===== config.mk =====
export PLATFORM = sky130hd
export DESIGN_NAME = wtst_top
export DESIGN_NICKNAME = d
export VERILOG_FILES = /design/src/logic/wtst_pkg.sv /design/src/logic/wtst_counter.sv /design/src/logic/wtst_top.sv
export SDC_FILE = /design/constraint.sdc
export NUM_CORES = 1
export LEC_CHECK = 0
export ABC_AREA = 1
export BUFFER_PORTS_ARGS = -buffer_cell sky130_fd_sc_hd__clkbuf_2
export CAP_MARGIN = 20
export CORE_MARGIN = 2
export CORE_UTILIZATION = 40
export CTS_CLUSTER_SIZE = 28
export DETAILED_ROUTE_END_ITERATION = 12
export GPL_TIMING_DRIVEN = 0
export PLACE_DENSITY_LB_ADDON = 0.3
export SYNTH_ARGS = -nofsm -noshare
export SYNTH_HDL_FRONTEND = slang
export SYNTH_SLANG_ARGS = --single-unit

===== constraint.sdc =====
create_clock -name I_CLK -period 1.7 [get_ports I_CLK]
set_clock_uncertainty 0.05 [all_clocks]
set_input_delay 0.17 -clock I_CLK [delete_from_list [all_inputs] [get_ports I_CLK]]
set_output_delay 0.17 -clock I_CLK [all_outputs]
set_load 0.005 [all_outputs]

===== src/logic/wtst_pkg.sv =====
// Constants shared by the two-stage watchdog: register offsets, field positions and reset values.
// Assumes a 32-bit Avalon-MM register bus with byte addresses and one aligned word per register.
`default_nettype none
package wtst_pkg;
    // ==========================================================
    // Widths
    // ==========================================================
    localparam int unsigned DATA_W = 32;             // Bus and counter width.
    localparam int unsigned ADDR_W = 12;             // Byte address width of the register window.

    // ==========================================================
    // Register offsets (byte addresses)
    // ==========================================================
    localparam logic [11:0] OFS_WD_RELOAD_VALUE       = 12'h000; // Reload value.
    localparam logic [11:0] OFS_WD_COUNT_VALUE        = 12'h004; // Current count, read only.
    localparam logic [11:0] OFS_WD_CONTROL            = 12'h008; // Start and reset enables.
    localparam logic [11:0] OFS_WD_IRQ_CLEAR          = 12'h00c; // Write only clear and reload.
    localparam logic [11:0] OFS_WD_RAW_IRQ_STATUS     = 12'h010; // Raw pending flag.
    localparam logic [11:0] OFS_WD_MASKED_IRQ_STATUS  = 12'h014; // Raw flag gated by enable.
    localparam logic [11:0] OFS_WD_STALL_CONTROL      = 12'h418; // Debug stall enable.
    localparam logic [11:0] OFS_WD_LOCK_KEY           = 12'hc00; // Lock and unlock key.

    // ==========================================================
    // Field positions and values
    // ==========================================================
    localparam int unsigned CTL_IRQ_START_BIT  = 0;  // Starts counting and enables the interrupt.
    localparam int unsigned CTL_RESET_OUT_BIT  = 1;  // Enables the reset output.
    localparam int unsigned STALL_ENABLE_BIT   = 0;  // Stops counting while debug halt is high.
    localparam int unsigned STATUS_BIT         = 0;  // Position of the status flags.
    localparam logic [31:0] UNLOCK_KEY         = 32'h1acce551; // Only value that unlocks.
    localparam logic [31:0] RST_RELOAD_VALUE   = 32'hffffffff; // Reload register after reset.
    localparam logic [31:0] RST_COUNT_VALUE    = 32'hffffffff; // Counter after reset.
    localparam logic [31:0] ZERO_WORD          = 32'h00000000; // Reads of empty locations.
    localparam logic [31:0] LOCKED_READ_VALUE  = 32'h00000001; // Lock register read while locked.
endpackage
`default_nettype wire


===== src/logic/wtst_counter.sv =====
// The 32-bit down counter of the watchdog with load and decrement controls.
// Assumes load and decrement come from logic on the same clock; load has priority.
`timescale 1ns/1ps
`default_nettype none
module wtst_counter #(
    parameter int unsigned              CNT_W   = wtst_pkg::DATA_W,
    parameter logic [CNT_W-1:0]         RST_VAL = wtst_pkg::RST_COUNT_VALUE
) (
    input  wire logic                   I_CLK,
    input  wire logic                   I_RESET,
    input  wire logic                   i_load,
    input  wire logic [CNT_W-1:0]       i_load_value,
    input  wire logic                   i_dec,
    output logic      [CNT_W-1:0]       o_count,
    output logic                        o_zero
);
    // ==========================================================
    // Counter state
    // ==========================================================
    logic [CNT_W-1:0] count_ff;     // Present count.
    logic [CNT_W-1:0] nxt_count;    // Next count.

    // A load wins over a decrement, so a reload at zero never wraps.
    always_comb begin
        nxt_count = count_ff;
        if (i_load) begin
            nxt_count = i_load_value;               // see [RULE1]
        end else if (i_dec) begin
            nxt_count = count_ff - 1'b1;            // see [RULE1]
        end
    end

    // Registers the count.
    always_ff @(posedge I_CLK) begin
        if (I_RESET) begin
            count_ff <= RST_VAL;
        end else begin
            count_ff <= nxt_count;
        end
    end

    assign o_count = count_ff;
    assign o_zero  = (count_ff == '0);

    // ==========================================================
    // Checks
    // ==========================================================
    dec_step_a: assert property (@(posedge I_CLK) disable iff (I_RESET) // see [RULE1]
        (i_dec && !i_load) |=> (count_ff == $past(count_ff) - 1'b1))
        else $error("Counter did not step down by one.");
    load_take_a: assert property (@(posedge I_CLK) disable iff (I_RESET) // see [RULE1]
        i_load |=> (count_ff == $past(i_load_value)))
        else $error("Counter did not take the load value.");
endmodule // wtst_counter
`default_nettype wire


===== src/logic/wtst_top.sv =====
// Two-stage watchdog: interrupt on first time-out, system reset on the second.
// Assumes an Avalon-MM master on I_CLK, a gating enable and debug halt from same-clock logic.
`timescale 1ns/1ps
`default_nettype none
// How it works
// [RULE1] 32-bit down counter loaded from reload register.
// [RULE2] Zero while enabled gives first time-out interrupt.
// [RULE3] First time-out reloads counter and keeps counting.
// [RULE4] Second zero, flag pending, reset enabled: reset.
// [RULE5] Clear before second zero reloads and resumes.
// [RULE6] Reload write loads counter at once, counting continues.
// [RULE7] Reload write leaves pending interrupt set.
// [RULE8] Only clear-register write removes pending interrupt.
// [RULE9] Interrupt and reset have separate enables.
// [RULE10] Enabling interrupt presets counter from reload.
// [RULE11] Time-out interrupt is nonmaskable; status masking exists.
// [RULE12] Counting only while watchdog clock enable high.
// [RULE13] Stall enabled: no counting during debug halt.
// [RULE14] Software enables watchdog clock gate first.
// [RULE15] Software writes reload, reset enable, then start.
// [RULE16] Start bit runs watchdog and locks control.
// [RULE17] Any lock-register write other than the key locks all other registers.
// [RULE18] Only the key value unlocks the registers.
// [RULE19] Writing zero reload raises interrupt at once.
// [RULE20] Clear write clears interrupt and reloads counter.
// [RULE21] Control writes ignored after start until reset.
// [RULE22] Masked status is raw flag AND enable.
// [RULE23] Before start: counter holds, no interrupt, reset.
// [RULE24] Raw flag sticky until cleared; qualifies reset.
module wtst_top (
    input  wire logic        I_CLK,
    input  wire logic        I_RESET,
    input  wire logic [11:0] I_AVS_ADDRESS,
    input  wire logic        I_AVS_READ,
    input  wire logic        I_AVS_WRITE,
    input  wire logic [31:0] I_AVS_WRITEDATA,
    output logic      [31:0] O_AVS_READDATA,
    output logic             O_AVS_WAITREQUEST,
    input  wire logic        I_WD_CLK_EN,
    input  wire logic        I_DBG_HALT,
    output logic             O_WD_NMI,
    output logic             O_SYS_RESET
);
    // ==========================================================
    // Declarations
    // ==========================================================
    logic        ack_ff;            // High in the cycle a request is answered.
    logic        nxt_ack;           // Next answer flag.
    logic [31:0] rdata_ff;          // Registered read data.
    logic [31:0] nxt_rdata;         // Next read data.
    logic [31:0] reload_ff;         // Reload value register.
    logic [31:0] nxt_reload;        // Next reload value.
    logic        irq_start_enable_ff;   // Start and interrupt enable, sticky.
    logic        nxt_irq_start_enable;  // Next start enable.
    logic        reset_out_enable_ff;   // Reset output enable.
    logic        nxt_reset_out_enable;  // Next reset enable.
    logic        stall_en_ff;       // Debug stall enable.
    logic        nxt_stall_en;      // Next stall enable.
    logic        locked_ff;         // All registers but the lock register locked.
    logic        nxt_locked;        // Next lock state.
    logic        raw_irq_ff;        // Sticky time-out flag.
    logic        nxt_raw_irq;       // Next time-out flag.
    logic        sys_reset_ff;      // Reset request to the system.
    logic        nxt_sys_reset;     // Next reset request.
    logic        req;               // A read or write is on the bus.
    logic        wr_go;             // Write takes effect this cycle.
    logic        wr_open;           // Write takes effect and registers are unlocked.
    logic        wr_reload;         // Accepted write to the reload register.
    logic        wr_clear;          // Accepted write to the clear register.
    logic        start_now;         // Start bit set by this write.
    logic        tick;              // Counter may step this cycle.
    logic        timeout;           // Counter is at zero on a tick.
    logic        cnt_load;          // Counter loads this cycle.
    logic [31:0] cnt_load_value;    // Value the counter loads.
    logic [31:0] count;             // Present count.
    logic        cnt_zero;          // Count is zero.

    // ==========================================================
    // Avalon-MM slave handshake
    // ==========================================================
    assign req               = I_AVS_READ | I_AVS_WRITE;
    assign O_AVS_WAITREQUEST = req & ~ack_ff;   // One wait cycle, then the answer.
    assign wr_go             = I_AVS_WRITE & ack_ff;
    assign wr_open           = wr_go & ~locked_ff;                                  // see [RULE17]
    assign wr_reload         = wr_open & (I_AVS_ADDRESS == wtst_pkg::OFS_WD_RELOAD_VALUE);
    assign wr_clear          = wr_open & (I_AVS_ADDRESS == wtst_pkg::OFS_WD_IRQ_CLEAR); // see [RULE8]

    // Answers every request after exactly one wait cycle and preloads the read data.
    always_comb begin
        nxt_ack   = req & ~ack_ff;
        nxt_rdata = rdata_ff;
        if (req && !ack_ff) begin
            case (I_AVS_ADDRESS)
                wtst_pkg::OFS_WD_RELOAD_VALUE: begin
                    nxt_rdata = reload_ff;
                end
                wtst_pkg::OFS_WD_COUNT_VALUE: begin
                    nxt_rdata = count;
                end
                wtst_pkg::OFS_WD_CONTROL: begin
                    nxt_rdata = wtst_pkg::ZERO_WORD;
                    nxt_rdata[wtst_pkg::CTL_IRQ_START_BIT] = irq_start_enable_ff;
                    nxt_rdata[wtst_pkg::CTL_RESET_OUT_BIT] = reset_out_enable_ff;
                end
                wtst_pkg::OFS_WD_RAW_IRQ_STATUS: begin
                    nxt_rdata = wtst_pkg::ZERO_WORD;
                    nxt_rdata[wtst_pkg::STATUS_BIT] = raw_irq_ff;
                end
                wtst_pkg::OFS_WD_MASKED_IRQ_STATUS: begin
                    nxt_rdata = wtst_pkg::ZERO_WORD;
                    nxt_rdata[wtst_pkg::STATUS_BIT] = raw_irq_ff & irq_start_enable_ff; // see [RULE22] [RULE11]
                end
                wtst_pkg::OFS_WD_STALL_CONTROL: begin
                    nxt_rdata = wtst_pkg::ZERO_WORD;
                    nxt_rdata[wtst_pkg::STALL_ENABLE_BIT] = stall_en_ff;
                end
                wtst_pkg::OFS_WD_LOCK_KEY: begin
                    nxt_rdata = locked_ff ? wtst_pkg::LOCKED_READ_VALUE : wtst_pkg::ZERO_WORD;
                end
                default: begin
                    nxt_rdata = wtst_pkg::ZERO_WORD; // Clear register and unmapped words read zero.
                end
            endcase
        end
    end

    // Registers the handshake and read data.
    always_ff @(posedge I_CLK) begin
        if (I_RESET) begin
            ack_ff   <= 1'b0;
            rdata_ff <= wtst_pkg::ZERO_WORD;
        end else begin
            ack_ff   <= nxt_ack;
            rdata_ff <= nxt_rdata;
        end
    end

    assign O_AVS_READDATA = rdata_ff;

    // ==========================================================
    // Counter control
    // ==========================================================
    // The counter steps only when started, the watchdog clock is on and no stall holds it.
    assign tick = irq_start_enable_ff & I_WD_CLK_EN                      // see [RULE12] [RULE23]
                & ~(stall_en_ff & I_DBG_HALT);                           // see [RULE13]
    assign timeout   = tick & cnt_zero;                                  // see [RULE2]
    assign start_now = wr_open & (I_AVS_ADDRESS == wtst_pkg::OFS_WD_CONTROL)
                     & ~irq_start_enable_ff & I_AVS_WRITEDATA[wtst_pkg::CTL_IRQ_START_BIT];
    // Reload on a new value, a clear, a start or a time-out.
    assign cnt_load = wr_reload                                          // see [RULE6]
                    | wr_clear                                           // see [RULE20] [RULE5]
                    | start_now                                          // see [RULE10]
                    | timeout;                                           // see [RULE3]
    assign cnt_load_value = wr_reload ? I_AVS_WRITEDATA : reload_ff;

    wtst_counter #(
        .CNT_W   (wtst_pkg::DATA_W),
        .RST_VAL (wtst_pkg::RST_COUNT_VALUE)
    ) u_counter (
        .I_CLK        (I_CLK),
        .I_RESET      (I_RESET),
        .i_load       (cnt_load),
        .i_load_value (cnt_load_value),
        .i_dec        (tick),
        .o_count      (count),
        .o_zero       (cnt_zero)
    );

    // ==========================================================
    // Configuration, lock and status
    // ==========================================================
    // Computes the register updates; hardware sets of the flag win over a clear.
    always_comb begin
        nxt_reload           = reload_ff;
        nxt_irq_start_enable = irq_start_enable_ff;
        nxt_reset_out_enable = reset_out_enable_ff;
        nxt_stall_en         = stall_en_ff;
        nxt_locked           = locked_ff;
        nxt_raw_irq          = raw_irq_ff;
        nxt_sys_reset        = sys_reset_ff;
        if (wr_reload) begin
            nxt_reload = I_AVS_WRITEDATA;                                // see [RULE1]
        end
        // Control is frozen once started; only a hardware reset reopens it.
        if (wr_open && (I_AVS_ADDRESS == wtst_pkg::OFS_WD_CONTROL) && !irq_start_enable_ff) begin // see [RULE21]
            nxt_irq_start_enable = I_AVS_WRITEDATA[wtst_pkg::CTL_IRQ_START_BIT]; // see [RULE16]
            nxt_reset_out_enable = I_AVS_WRITEDATA[wtst_pkg::CTL_RESET_OUT_BIT]; // see [RULE9]
        end
        if (wr_open && (I_AVS_ADDRESS == wtst_pkg::OFS_WD_STALL_CONTROL)) begin
            nxt_stall_en = I_AVS_WRITEDATA[wtst_pkg::STALL_ENABLE_BIT];
        end
        // The lock register stays writable while locked, or it could never unlock.
        if (wr_go && (I_AVS_ADDRESS == wtst_pkg::OFS_WD_LOCK_KEY)) begin
            nxt_locked = (I_AVS_WRITEDATA != wtst_pkg::UNLOCK_KEY);      // see [RULE17] [RULE18]
        end
        // A reload write never clears the flag; only the clear register does.
        if (wr_clear) begin
            nxt_raw_irq = 1'b0;                                          // see [RULE8] [RULE7]
        end
        if (timeout
            || (wr_reload && irq_start_enable_ff && (I_AVS_WRITEDATA == wtst_pkg::ZERO_WORD))) begin // see [RULE19]
            nxt_raw_irq = 1'b1;                                          // see [RULE24]
        end
        // Second time-out with the flag still pending asserts reset until hardware reset.
        if (timeout && raw_irq_ff && reset_out_enable_ff) begin
            nxt_sys_reset = 1'b1;                                        // see [RULE4] [RULE24]
        end
    end

    // Registers configuration and status.
    always_ff @(posedge I_CLK) begin
        if (I_RESET) begin
            reload_ff           <= wtst_pkg::RST_RELOAD_VALUE;
            irq_start_enable_ff <= 1'b0;
            reset_out_enable_ff <= 1'b0;
            stall_en_ff         <= 1'b0;
            locked_ff           <= 1'b0;
            raw_irq_ff          <= 1'b0;
            sys_reset_ff        <= 1'b0;
        end else begin
            reload_ff           <= nxt_reload;
            irq_start_enable_ff <= nxt_irq_start_enable;
            reset_out_enable_ff <= nxt_reset_out_enable;
            stall_en_ff         <= nxt_stall_en;
            locked_ff           <= nxt_locked;
            raw_irq_ff          <= nxt_raw_irq;
            sys_reset_ff        <= nxt_sys_reset;
        end
    end

    // The processor line has no mask of its own: it follows the pending flag while started.
    assign O_WD_NMI    = raw_irq_ff & irq_start_enable_ff;               // see [RULE11]
    assign O_SYS_RESET = sys_reset_ff;

    // ==========================================================
    // Checks
    // ==========================================================
    bus_answer_a: assert property (@(posedge I_CLK) disable iff (I_RESET)
        (req && O_AVS_WAITREQUEST) |=> !O_AVS_WAITREQUEST)
        else $error("Bus request not answered after one wait cycle.");
    first_timeout_a: assert property (@(posedge I_CLK) disable iff (I_RESET) // see [RULE2]
        timeout |=> raw_irq_ff && O_WD_NMI)
        else $error("Time-out did not raise the interrupt.");
    timeout_reload_a: assert property (@(posedge I_CLK) disable iff (I_RESET) // see [RULE3]
        (timeout && !wr_reload) |=> (count == $past(reload_ff)))
        else $error("Time-out did not reload the counter.");
    second_reset_a: assert property (@(posedge I_CLK) disable iff (I_RESET) // see [RULE4]
        $rose(sys_reset_ff) |-> $past(timeout && raw_irq_ff && reset_out_enable_ff))
        else $error("Reset raised without a qualified second time-out.");
    clear_reload_a: assert property (@(posedge I_CLK) disable iff (I_RESET) // see [RULE20]
        (wr_clear && !timeout) |=> !raw_irq_ff && (count == $past(reload_ff)))
        else $error("Clear write did not clear and reload.");
    reload_keeps_a: assert property (@(posedge I_CLK) disable iff (I_RESET) // see [RULE7]
        (wr_reload && raw_irq_ff) |=> raw_irq_ff && (count == $past(I_AVS_WRITEDATA)))
        else $error("Reload write lost the flag or the value.");
    ctl_frozen_a: assert property (@(posedge I_CLK) disable iff (I_RESET) // see [RULE21]
        irq_start_enable_ff |=> irq_start_enable_ff && $stable(reset_out_enable_ff))
        else $error("Control changed after start.");
    idle_quiet_a: assert property (@(posedge I_CLK) disable iff (I_RESET) // see [RULE23]
        (!irq_start_enable_ff && !cnt_load) |=> $stable(count) && !raw_irq_ff && !O_SYS_RESET)
        else $error("Watchdog acted before start.");
    stall_hold_a: assert property (@(posedge I_CLK) disable iff (I_RESET) // see [RULE13]
        (stall_en_ff && I_DBG_HALT && !cnt_load) |=> $stable(count))
        else $error("Counter moved during debug stall.");
    locked_hold_a: assert property (@(posedge I_CLK) disable iff (I_RESET) // see [RULE17]
        (locked_ff && wr_go && (I_AVS_ADDRESS == wtst_pkg::OFS_WD_RELOAD_VALUE)) |=> $stable(reload_ff))
        else $error("Locked reload register changed.");
    unlock_key_a: assert property (@(posedge I_CLK) disable iff (I_RESET) // see [RULE18]
        (wr_go && (I_AVS_ADDRESS == wtst_pkg::OFS_WD_LOCK_KEY))
        |=> (locked_ff == ($past(I_AVS_WRITEDATA) != wtst_pkg::UNLOCK_KEY)))
        else $error("Lock state does not follow the key.");
endmodule // wtst_top
`default_nettype wire


* Yosys cells after proc, flatten, opt, wreduce, memory -nomap -nowiden *
Index checks and enable logic that the tools add are counted.
W data, S select, Z words.

operators by class
  bitwise gates (word level) = 21
  reductions and logical operators = 17
  mux-type cells = 7
  eq/ne operators = 8
  $add $sub $neg = 1

operator list
  operator                 count
  $pmux W32 S7             1
  $mux W32                 3
  $logic_not A32 Y1        2
  $ne A32 B29 Y1 const B   1
  $sub A32 B1 Y32 const B  1
  $eq A12 B4 Y1 const B    2
  $eq A12 B5 Y1 const B    2
  $and A1 B1 Y1            13
  $eq A12 B11 Y1 const B   1
  $eq A12 B12 Y1 const B   1
  $eq A12 B3 Y1 const B    1
  $logic_not A12 Y1        1
  $logic_and A1 B1 Y1      9
  $not A1 Y1               4
  $or A1 B1 Y1             4
  $reduce_bool A2 Y1       2
  $mux W1                  3
  $logic_not A1 Y1         2
  $logic_or A1 B1 Y1       1

word-level totals
  register bits after elaboration = 103
  output and inout bits = 35
  input port bits = 50
  word-level logic and storage cells = 64

* Logic depth before layout (Yosys ltp) *
Gate-level depths: netlist of the first run.

  depth in word-level cells = 8
  gate-level depth with buffers = 12
  gate-level depth less buffers = 11

* By module *
A second synthesis of the first run with hierarchy kept.

unflattened totals
  cells, all modules = 854
  area, all modules = 5,699.2 um2

modules (own cells, without submodules)
  module        instances  cells each  seq. area each (um2)  area an instance (um2)
  wtst_top      1          530         1,421.4               3,530.9
  wtst_counter  1          324         640.6                 2,168.3

* Least setup slack after synthesis of the first run *
OpenSTA, ideal clock, no wires.

  kind = flip-flop to flip-flop
  start point = register u_counter.count_ff[0] (netlist: u_counter.o_count[0])
  end point = register u_counter.count_ff[19] (netlist: u_counter.o_count[19])
  cell stages (with the launch flop) = 11
  arrival = 1,469 ps
  path buffers = 1
  slack = 47 ps
  setup time = 134 ps
  cells stage by stage = dfxtp_1 > inv_1 > ha_1 > nand2_2 > nor2_8 > nand3_4 > nor2_4 > nor2_8 > buf_4 > nand4_1 > nand3_1

on the way
  cells in the longest elaborated chain, start to end = 4

RTL lines
  element                                                  RTL line            source
  start, declared                                          wtst_counter.sv:20  logic [CNT_W-1:0] count_ff;
  start signal, assigned                                   wtst_counter.sv:38  count_ff <= nxt_count;
  branches (longest 4 deep; another with $sub A32 B1 Y32)  --

Several ways; the timed one is not identified. The select of a mux whose other input is x is not followed.
A chain may end at the register's enable or synchronous reset.

* Final worst setup path of the first run *
  start point = register u_counter.count_ff[1] (netlist: u_counter.o_count[1])
  end point = register u_counter.count_ff[12] (netlist: u_counter.o_count[12])

The elaborated chain is that of the path after synthesis.

==> results list, run 1 <==
- The run finished, with violations left.
- Failing checks: setup timing
- The synthesized netlist contains 34 unique library cells.
- Largest family of logic cells by synthesized area: simple AND/OR/NAND/NOR gates
- Number of standard-cell rows in the floorplan: 44
- Multiplexer share of the synthesized area: 0
* Largest fanout of any net on the critical path: 10
- Fraction of synthesized cell area taken by the top area cell type: 0.343
- The count of buffers added on input and output ports is 83.
* First-pass GRT wire length: 33900 um
- Pin count of the biggest net entering global routing: 19
- PD cells: 611 mW/mm^2
- Area of the mapped netlist: 0.00600 sq mm
- Top area cells in the synthesized netlist: sky130_fd_sc_hd__dfxtp_1 34%, sky130_fd_sc_hd__nand2_1 18%, sky130_fd_sc_hd__nand3_1 8.6%, sky130_fd_sc_hd__inv_1 5.5%, sky130_fd_sc_hd__nor2_1 4.8%
* Least setup slack across all paths after layout: -0.147 ns
- Synth Area per Inst: 6.33 sq um
* Initial antenna violation count: 0
- The HPWL after detailed placement is about 16000 um.
* Number of buffers created by CTS: 9
- Fraction of layout cells with a size suffix above 1: 0.284
- The via count of the first global-routing pass came to 6272.
* Library cell occupying the most area in the post-synthesis netlist: sky130_fd_sc_hd__dfxtp_1
- Number of routed nets with antenna violations: 0
- Setup violations remaining at the end of the flow were counted as 35.
* Clock tree from TritonCTS: built
* Remaining design rule violation count: 0
* Leading cell type in the layout, fill and taps excluded: sky130_fd_sc_hd__nand2_1
- Maximum buffer depth of the clock tree: 2
- In this run the clock root is driven by a sky130_fd_sc_hd__clkbuf_16.
- The floorplan step defined a core boundary enclosing 0.0146 sq mm.
* Number of sinks handled by clock tree synthesis: 103
- The worst setup path is captured at a flop.
- Total track usage: 0.273
* Total number of H-tree levels: 3
- Data required time at the worst endpoint: 1.88 ns
- Depth of the worst hold-timing path: 3
- Aggregate negative setup slack: -3.03 ns
- The cell count after synthesis came out at 948.
- Worst slew slack as a fraction of its limit: 0.433
- At the pin with the least slew margin, the transition time is 0.851 ns.
* Routability cong.: 0.975
- Number of DRC violations after detailed-routing iteration 0: 945
- Of the total synthesized cell area, the portion taken by XOR and XNOR cells is 0.00729.
- STA classifies the critical path startpoint as a flop.
* Total length of routed wires: 23000 um
- Across the run, the number of max-cap violations was 0.
* Die X-Extent: 127 um
- Die height: 127 um
- Shortest period the worst path allows: 1.85 ns
* Wirelength per Cell: 18.0 um
- Worst voltage drop across the vdd grid: 0.448 mV
- Top library cells by usage in the layout, fill and taps aside: 261 x sky130_fd_sc_hd__nand2_1, 96 x sky130_fd_sc_hd__nand3_1, 87 x sky130_fd_sc_hd__clkbuf_2, 80 x sky130_fd_sc_hd__inv_1, 79 x sky130_fd_sc_hd__dfxtp_1
- Setup repair after global routing could not meet its margin everywhere.
* Kind of critical path: flop to flop
- For this configuration, the core starts out at a cell density of 0.412.
- Antenna diode count: 0
- Once layout is complete, the utilization of the core stands at 0.536.
- In this run the count of I/O pins placed on the die edge is 85.
- Area growth from synthesis to final layout: 30.3%
* Leakage power: 3.67 nW
- Area fraction in and, or, nand and nor cells after synthesis: 0.436
- At the worst endpoint, the arrival time is slightly above 2 ns.
* Post-synthesis sequential area ratio: 0.343
- Final Max Slew Viols: 0
- Measured in cells, the most critical reg-to-reg path has a length of 12.
- Number of iterations in the first detailed-routing pass: 5
- Counting every net in the synthesized netlist gives 999.
- Flip-flop and latch count after synthesis: 103
* Count of synthesis-stage warnings from yosys: 0
- For this run the aggregate overflow at the end of global routing stands at 0.
- Fill cell total of the finished layout: 1478
- The number of hold violations in the final report came to 0.
* Layout net count: 1137
* Insertion delay of the later-clocked pin in the worst-skew pair: 0.37 ns
* Type of the worst min-delay path: input pin to flop
* Vias post-DR: ~7000
- Highest achievable clock rate: 0.541 GHz
- After detailed routing, the number of vias per cell comes to 5.56.
* Fraction of the mapped netlist area in compound gates: 0.110
- Arithmetic-cell share of the synthesized area counting full adders, half adders and majority gates: 0.00208
* Die outline area: 0.0160 sq mm
* Fin crit share: 1.09
- Clock-pin slew on the worst setup and hold paths: roughly 0.08 ns
[repair_timing]
action | CTS | global route
cloned | 1 | 3
hold endpoints to repair | 0 | 0
setup buffers | 25 | 16
pin swaps | 15 | 33
hold buffers | 0 | 0
endpoints found under the setup margin | 71 | 41
resized for setup | 80 | 96
[critical path, cell delays in order (launching register included)]
cell                      delay [ns]
sky130_fd_sc_hd__dfxtp_2        0.35
sky130_fd_sc_hd__inv_2          0.05
sky130_fd_sc_hd__ha_4           0.17
sky130_fd_sc_hd__nand2_4        0.09
sky130_fd_sc_hd__nor2_8         0.06
sky130_fd_sc_hd__buf_4          0.13
sky130_fd_sc_hd__nand3_4        0.09
sky130_fd_sc_hd__nor2_4         0.06
sky130_fd_sc_hd__nor2_8         0.18
sky130_fd_sc_hd__buf_6          0.19
sky130_fd_sc_hd__nand3_1        0.08
sky130_fd_sc_hd__nand2_1        0.12
sky130_fd_sc_hd__nand3_1        0.07
[through the flow]
| step | hold WS (ns) | total power, mW | instance area (sq um) | cells | setup WS, ns |
|---|---|---|---|---|---|
| final | 0.0395 | 4.78 | 7830 | 1275 | -0.147 |
| after floorplan | 0.252 | 2.59 | 6000 | 948 | 0.0475 |
| after CTS | 0.0275 | 4.79 | 7350 | 1257 | -0.0430 |
| after global routing | 0.0440 | 4.93 | 7830 | 1275 | -0.214 |
| after global placement | 0.400 | 2.73 | 6650 | 1215 | -0.343 |
| after detailed placement | 0.402 | 2.73 | 6650 | 1215 | -0.328 |
[path summary, 6_finish.rpt]
check                                          from                                  to  slack, ns
setup / recovery  u_counter.o_count[1]$_SDFFE_PP1P_  u_counter.o_count[12]$_SDFFE_PP1P_      -0.15
hold / removal                  I_AVS_WRITEDATA[25]            reload_ff[25]$_SDFF_PP1_       0.04
setup reg to reg  u_counter.o_count[1]$_SDFFE_PP1P_  u_counter.o_count[12]$_SDFFE_PP1P_      -0.15
hold reg to reg            stall_en_ff$_SDFFE_PP0P_            stall_en_ff$_SDFFE_PP0P_       0.41
[per-layer routing]
layer,share of wire,vias to the layer above,GRT usage
met4,0.049,0,0.151
li1,-,3385,-
met3,0.085,66,0.0321
met5,0,-,0
met2,0.45,368,0.424
met1,0.42,3267,0.370
[where the power goes]
group	switching, mW	internal, mW
Clock	1.03	1.05
Combinational	0.206	0.0892
Sequential	0.00185	2.41
Total	1.24	3.55
[logic make-up after synthesis]
logic type / count (synthesis)
flops: 103
simple gates: 570
xor+xnor: 5
fa+ha+maj: 1
compound gates: 126
buf+inv: 143
[synth_stat cells (all sizes together)]
master  instances
nand2         298
nand3         108
dfxtp         103
nor2           95
inv            92
a21oi          52
o21ai          51
nand4          46
clkbuf         28
buf            21
o22ai          20
or2             9
nor3            8
xor2            5
nand3b          3
clkinv          2
nor4            2
o211ai          2
a31oi           1
ha              1
nor3b           1
[state kept, by name, summed over array words and instances (netlist names)]
signal / count
reload_ff: 32
stall_en_ff: 1
raw_irq_ff: 1
reset_out_enable_ff: 1
O_SYS_RESET: 1
u_counter.o_count: 32
O_AVS_READDATA: 32
irq_start_enable_ff: 1
locked_ff: 1
ack_ff: 1
[layout make-up]
type | count | area (sq um) | area share
tap | 184 | 230 | 0.0294
clock buffer | 10 | 239 | 0.0305
inverter | 94 | 367 | 0.0468
buffer | 49 | 317 | 0.0404
sequential | 103 | 2100 | 0.269
multi-input combinational | 703 | 3720 | 0.475
timing repair buffer | 126 | 802 | 0.102
clock inverter | 6 | 51.3 | 0.00655
(Power assumes the default switching activity.)
==> inputs of run 2 (changes only) <==
--- a/config.mk
+++ b/config.mk
@@ -14,6 +14,7 @@
 export DETAILED_ROUTE_END_ITERATION = 12
 export GPL_TIMING_DRIVEN = 0
 export PLACE_DENSITY_LB_ADDON = 0.3
+export SKIP_CTS_REPAIR_TIMING = 1
 export SYNTH_ARGS = -nofsm -noshare
 export SYNTH_HDL_FRONTEND = slang
 export SYNTH_SLANG_ARGS = --single-unit
==> run 2 against run 1 <==
Against the previous run:
- via count fell by 1.8%
- the flow still finishes with violations (setup timing)
- first-iteration DRC count fell by 3.0%
- final area fell by 4.1%
- setup slack got worse by 0.049 ns
- largest cell class unchanged
==> results list, run 2 (synthesis results as in run 1) <==
* Clock tree from TritonCTS: built
* Number of standard-cell rows in the floorplan: 44 (unchanged)
* Total number of H-tree levels: 3 (unchanged)
- Maximum buffer depth of the clock tree: 2 (unchanged)
- The min-delay analysis places its worst path in the category input pin to flop.
- Kind of critical path: flop to flop
- The largest net degree at the start of global routing came to 19 (unchanged).
- The library cells used most frequently in the layout, excluding fill and tap cells, are 278 x sky130_fd_sc_hd__nand2_1, 100 x sky130_fd_sc_hd__nand3_1, 87 x sky130_fd_sc_hd__clkbuf_2, 84 x sky130_fd_sc_hd__dfxtp_1, 80 x sky130_fd_sc_hd__inv_1.
- The die span in y came to 127 um (unchanged).
- Final hold viol count: 0 (unchanged)
- Cell-internal power: 3.54 mW (-0.13%)
- Initial antenna violation count: 0 (unchanged)
* Leading cell type in the layout, fill and taps excluded: sky130_fd_sc_hd__nand2_1
* Vias post-DR: 6958 (-1.8%)
- The logic gate share of total power is 0.059 (-0.003).
- Worst voltage drop across the vdd grid: 0.462 mV (+3.0%)
* Core Area: 0.0146 sq mm (unchanged)
* Highest achievable clock rate: 0.527 GHz (-2.6%)
* Overall power after layout: 4.78 mW (about the same)
* Nature of the critical path startpoint: flop
* Number of global-route vias before repair: 6002 (-4.3%)
- The number of slew-limit violations in the final report is 0 (unchanged).
- Wirelength per Cell: 17.8 um (-1.4%)
- Series of cell instances along the critical path: nor2_4 -> nand2_2 -> nor2_8 -> buf_6 -> nand3_4 -> nor2_4 -> nor2_8 -> buf_8 -> nand4_1 -> nand3_1
* Least setup slack across all paths after layout: -0.196 ns (-0.0488 ns)
- Switching pwr: 1.24 mW (about the same)
- Gr ovfl total: 0 (unchanged)
- The sequential power share came to 0.504 (about the same).
- Number of sinks handled by clock tree synthesis: 103 (unchanged)
* Crit path capture type: flop
- The final reports fail on setup timing.
- Run status: complete, but fails checks
- The share of the core filled with cells in the final layout is 0.514 (-0.0221).
- Worst-path cell with the longest stage delay: sky130_fd_sc_hd__dfxtp_2
- The highest cell delay on the worst timing path is 0.38 ns (+0.03 ns).
- The vias per cell came to 5.54 (-0.32%).
- The antenna diode count came to 0 (unchanged).
- The I/O pin count is 85 (unchanged).
- The iteration count of the initial detailed-routing pass came to 5 (unchanged).
- Share of power burned in the clock network: 0.437 (+0.002)
- The total placed cells including tap cells came to 1215 (unchanged).
* Clock-pin slew on the worst setup and hold paths: 0.08 ns (about the same)
- The die outline width came to 127 um (unchanged).
* Setup repair after global routing missed its margin: yes
* Cell area after placement: 0.00665 sq mm (unchanged)
- The worst slew margin relative to its limit was 0.482 (+0.0490).
- Multi-input gate area: 0.00354 sq mm (-4.9%)
- The power density relative to cell area is 637 mW/mm^2 (+4.2%).
- The net total in the final layout came to 1118 (-1.7%).
- Arrival @ worst endpoint: 2.06 ns (+0.03 ns)
* Total track usage: 0.261 (-0.0123)
- The global-route wire length before repair is 32300 um (-4.6%).
- Transition time of the tightest slew-check pin: 0.777 ns (-0.0735 ns)
* Insertion delay of the later-clocked pin in the worst-skew pair: 0.37 ns (about the same)
* Starting density of the core: 0.412 (unchanged)
- CTS Root Buffer Type: sky130_fd_sc_hd__clkbuf_16
- Count of input and output buffers: 83 (unchanged)
- Remaining design rule violation count: 0 (unchanged)
- Compared with the post-synthesis result, the final layout area differs by 25.0%.
- Final Cell Area: 0.00750 sq mm (-4.1%)
- The buffer and inverter count on the worst path came to 2 (-1).
* Number of routed nets with antenna violations: 0 (unchanged)
* Largest fanout of any net on the critical path: 10 (unchanged)
- The max-capacitance violation count is 0 (unchanged).
- Flip-flop and latch area: 0.00209 sq mm (-0.54%)
- Post-Place Setup Slack: -0.328 ns (unchanged)
* Leakage power: 3.47 nW (-5.6%)
- Number of buffers created by CTS: 9 (unchanged)
* Fill cell total of the finished layout: 1533 (+3.7%)
- The HPWL after detailed placement was 16500 um (unchanged).
- Number of DRC violations after detailed-routing iteration 0: 917 (-3.0%)
- The final setup violation count is 34 (-2.9%).
* Routability cong.: 0.975 (unchanged)
- Data required time at the worst endpoint: 1.87 ns (about the same)
- Die outline area: 0.0160 sq mm (unchanged)
- Worst path top cell family by delay: simple AND/OR/NAND/NOR gates
- The filler-free cell count of the finished design came to 1256 (-1.5%).
- Fraction of layout cells with a size suffix above 1: 0.240 (-0.0444)
* Switching power share of the total: 0.259 (about the same)
- The ratio of final minimum period to clock period was 1.12 (+0.0287).
* Total length of routed wires: 22300 um (-2.9%)
- Shortest period the worst path allows: 1.90 ns (+0.0488 ns)
run 2: stage by stage:
stage | hold slack (ns) | TNS [ns]
3_5_place_dp | 0.402 | -15.06
6_report | 0.0344 | -5.30
5_1_grt | 0.0456 | -7.53
3_3_place_gp | 0.400 | -15.55
4_1_cts | 0.0275 | -14.23
2_1_floorplan | 0.252 | 0
run 2: power groups by stage:
stage,Clock (mW),Sequential [mW],Combinational [mW]
finish,2.09,2.41,0.283
global route,2.20,2.41,0.304
CTS,2.10,2.41,0.262
detailed placement,0,2.47,0.260
global placement,0,2.47,0.260
floorplan,0,2.47,0.118
run 2: worst paths after layout:
kind	start	endpoint	slack [ns]	cells past startpoint
max	u_counter.o_count[7]$_SDFFE_PP1P_	u_counter.o_count[18]$_SDFFE_PP1P_	-0.20	10
min	I_AVS_WRITEDATA[16]	reload_ff[16]$_SDFF_PP1_	0.03	3
max reg2reg	u_counter.o_count[7]$_SDFFE_PP1P_	u_counter.o_count[18]$_SDFFE_PP1P_	-0.20	10
min reg2reg	stall_en_ff$_SDFFE_PP0P_	stall_en_ff$_SDFFE_PP0P_	0.41	2
run 2: worst reg2reg max path, stage by stage (launching register included):
cell	delay, ns
sky130_fd_sc_hd__dfxtp_2	0.38
sky130_fd_sc_hd__nor2_4	0.16
sky130_fd_sc_hd__nand2_2	0.11
sky130_fd_sc_hd__nor2_8	0.21
sky130_fd_sc_hd__buf_6	0.14
sky130_fd_sc_hd__nand3_4	0.09
sky130_fd_sc_hd__nor2_4	0.20
sky130_fd_sc_hd__nor2_8	0.09
sky130_fd_sc_hd__buf_8	0.15
sky130_fd_sc_hd__nand4_1	0.07
sky130_fd_sc_hd__nand3_1	0.10
run 2: layout make-up:
class,count,area share
Multi-Input combinational cell,703,0.471
Sequential cell,103,0.279
Timing Repair Buffer,107,0.0905
Inverter,94,0.0489
Buffer,49,0.0412
Clock buffer,10,0.0318
Tap cell,184,0.0307
Clock inverter,6,0.00684
run 2: routing by layer:
layer	wire (um)	GRT usage	share of wire
met5	0	0	0
met4	946	0.142	0.042
met3	1990	0.0291	0.089
met2	10000	0.402	0.45
met1	9400	0.359	0.42
==> inputs of run 3 (changes only) <==
==> constraint.sdc (replaced) <==
create_clock -name I_CLK -period 2.2 [get_ports I_CLK]
set_clock_uncertainty 0.05 [all_clocks]
set_input_delay 0.22 -clock I_CLK [delete_from_list [all_inputs] [get_ports I_CLK]]
set_output_delay 0.22 -clock I_CLK [all_outputs]
set_load 0.005 [all_outputs]
==> run 3 against run 2 <==
Against the previous run:
- cell count decreased by 2.0%
- critical endpoint is now u_counter.o_count[22]$_SDFFE_PP1P_
- final area decreased by 7.4%
- register-to-register slack improved by 0.31 ns
- sequential share of layout area increased by 1.8 points
- largest power group unchanged
- non-clock buffer count decreased by 24
- fmax decreased by 9.3%
- clock power decreased by 23%
- the run now ends clean
==> results list, run 3 (synthesis results as in run 1) <==
- The run finished with clean final reports.
* Insertion delay of the later-clocked pin in the worst-skew pair: 0.36 ns (about the same)
- Gr ovfl total: 0 (unchanged)
- The worst setup path is captured at a flop.
- The number of hold violations in the final report came to 0 (unchanged).
- Pin count of the biggest net entering global routing: 19 (unchanged)
- PD cells: 529 mW/mm^2 (-17%)
- Starting density of the core: 0.412 (unchanged)
* Number of sinks handled by clock tree synthesis: 103 (unchanged)
* Count of input and output buffers: 83 (unchanged)
- The total length of routed wires came to 21300 um (-4.6%).
- Leakage power: 3.26 nW (-5.8%)
- The fmax came to 0.478 GHz (-9.3%).
* Total track usage: 0.261 (unchanged)
- The weighted congestion reported at the end of routability-driven placement came to 0.975 (unchanged).
* Number of standard-cell rows in the floorplan: 44 (unchanged)
- The post-layout worst setup margin came to 0.109 ns (+0.305 ns).
* First-pass GRT wire length: 32300 um (unchanged)
* Remaining design rule violation count: 0 (unchanged)
- The filler cell count in the final layout came to 1591 (+3.8%).
- Count of maximum capacitance violations: 0 (unchanged)
- The net total in the final layout is 1093 (-2.2%).
- Number of buffers created by CTS: 9 (unchanged)
* Antenna diode count: 0 (unchanged)
- Setup repair after global routing missed its margin: no
- The slew at the pin closest to its max-slew limit was 0.721 ns (-0.0560 ns).
- Final Cell Area: 0.00695 sq mm (-7.4%)
- The hold slack came to 0.0808 ns (+0.0464 ns).
- The pre-CTS setup slack is 0.172 ns (+0.500 ns).
* Clock-pin slew on the worst setup and hold paths: 0.08 ns (about the same)
* Mean number of vias per cell: 5.49 (-0.87%)
- Leading cell type in the layout, fill and taps excluded: sky130_fd_sc_hd__nand2_1
- The I/O pin count is 85 (unchanged).
- Total number of H-tree levels: 3 (unchanged)
- Number of iterations in the first detailed-routing pass: 6 (+1)
* Arrival @ worst endpoint: 2.27 ns (+0.21 ns)
* Data required time at the worst endpoint: 2.38 ns (+0.51 ns)
- Wirelength per Cell: 17.3 um (-2.6%)
- The die outline width came to 127 um (unchanged).
- Number of routed nets with antenna violations: 0 (unchanged)
- Number of failing setup endpoints in the final timing report: 0 (-100%)
* Kind of critical path: flop to flop
- TritonCTS built the clock tree.
* Fin crit share: 0.950 (-0.165)
* Die outline area: 0.0160 sq mm (unchanged)
- Area growth from synthesis to final layout: 15.7%
- Vias post-DR: 6760 (-2.8%)
- The setup TNS was 0 ns (+5.30 ns).
* CTS Root Buffer Type: sky130_fd_sc_hd__clkbuf_16
* Maximum buffer depth of the clock tree: 2 (unchanged)
* Cell area after placement: 0.00665 sq mm (unchanged)
* Final Max Slew Viols: 0 (unchanged)
* Nature of the critical path startpoint: flop
- Number of DRC violations after detailed-routing iteration 0: 777 (-15%)
- The worst slew margin relative to its limit was 0.515 (+0.0329).
- Shortest period the worst path allows: 2.09 ns (+0.195 ns)
- Top library cells by usage in the layout, fill and taps aside: 293 x sky130_fd_sc_hd__nand2_1, 103 x sky130_fd_sc_hd__dfxtp_1, 103 x sky130_fd_sc_hd__nand3_1, 88 x sky130_fd_sc_hd__inv_1, 83 x sky130_fd_sc_hd__clkbuf_2
* Number of global-route vias before repair: 6002 (unchanged)
- Fraction of layout cells with a size suffix above 1: 0.156 (-0.0841)
- The initial antenna violation count is 0 (unchanged).
* Core Area: 0.0146 sq mm (unchanged)
- The total power consumption of the routed design was 3.67 mW (-23%).
- Die height: 127 um (unchanged)
- Post-detail-place hpwl: 16500 um (unchanged)
- Worst voltage drop across the vdd grid: 0.340 mV (-26%)
* Type of the worst min-delay path: input pin to flop
- Largest fanout of any net on the critical path: 10 (unchanged)
==> run 3: cell count changes in the layout (fill, tap and decap cells not counted), moves of 13 or more <==
cell / delta
sky130_fd_sc_hd__dfxtp_1: +19
sky130_fd_sc_hd__dfxtp_2: -17
sky130_fd_sc_hd__nand2_1: +15
sky130_fd_sc_hd__nand2_2: -14
sky130_fd_sc_hd__o21ai_0: +13
sky130_fd_sc_hd__o21ai_1: -13
==> run 3: area by class of cell <==
| type | count | area [sq um] | area share |
|---|---|---|---|
| clock inverters | 6 | 51.3 | 0.00738 |
| well taps | 184 | 230 | 0.0331 |
| multi-input cells | 702 | 3340 | 0.481 |
| clock buffers | 10 | 239 | 0.0344 |
| plain buffers | 49 | 255 | 0.0367 |
| inverters | 94 | 353 | 0.0508 |
| flip-flops and latches | 103 | 2060 | 0.297 |
| repair buffers | 83 | 415 | 0.0598 |
==> run 3: path summary, 6_finish.rpt <==
path	from	endpoint	slack [ns]	cells past startpoint
setup / recovery	irq_start_enable_ff$_SDFFE_PP0N_	u_counter.o_count[22]$_SDFFE_PP1P_	0.11	8
hold reg to reg	stall_en_ff$_SDFFE_PP0P_	stall_en_ff$_SDFFE_PP0P_	0.41	2
setup reg to reg	irq_start_enable_ff$_SDFFE_PP0N_	u_counter.o_count[22]$_SDFFE_PP1P_	0.11	8
hold / removal	I_AVS_WRITEDATA[25]	reload_ff[25]$_SDFF_PP1_	0.08	3
==> run 3: routing by layer <==
metal  global-route usage  vias to the layer above  wire length (um)
li1                     -                     3297                 -
met1                0.359                     3116              9360
met2                0.402                      305              9430
met3               0.0291                       42              1670
met4                0.142                        0               850
met5                    0                        -                 0
==> run 3: critical path: stages, from the launching register on <==
cell,delay [ns]
sky130_fd_sc_hd__dfxtp_1,0.51
sky130_fd_sc_hd__nand3_2,0.20
sky130_fd_sc_hd__inv_2,0.21
sky130_fd_sc_hd__nand3_1,0.23
sky130_fd_sc_hd__nor2_4,0.27
sky130_fd_sc_hd__nor2_8,0.09
sky130_fd_sc_hd__buf_4,0.20
sky130_fd_sc_hd__nand4_1,0.09
sky130_fd_sc_hd__nand3_1,0.10
==> run 3: through the flow <==
stage | instances | util
final | 1231 | 0.476
after floorplan | 948 | -
after CTS | 1231 | 0.476
after global routing | 1231 | 0.476
after detailed placement | 1215 | 0.456
after global placement | 1215 | 0.456
==> run 3: report_power, final <==
group	leakage (nW)	internal, mW	switching (mW)	total [mW]
combinational	2.30	0.0576	0.149	0.206
clock	0.133	0.814	0.788	1.60
sequential	0.832	1.86	0.00138	1.87
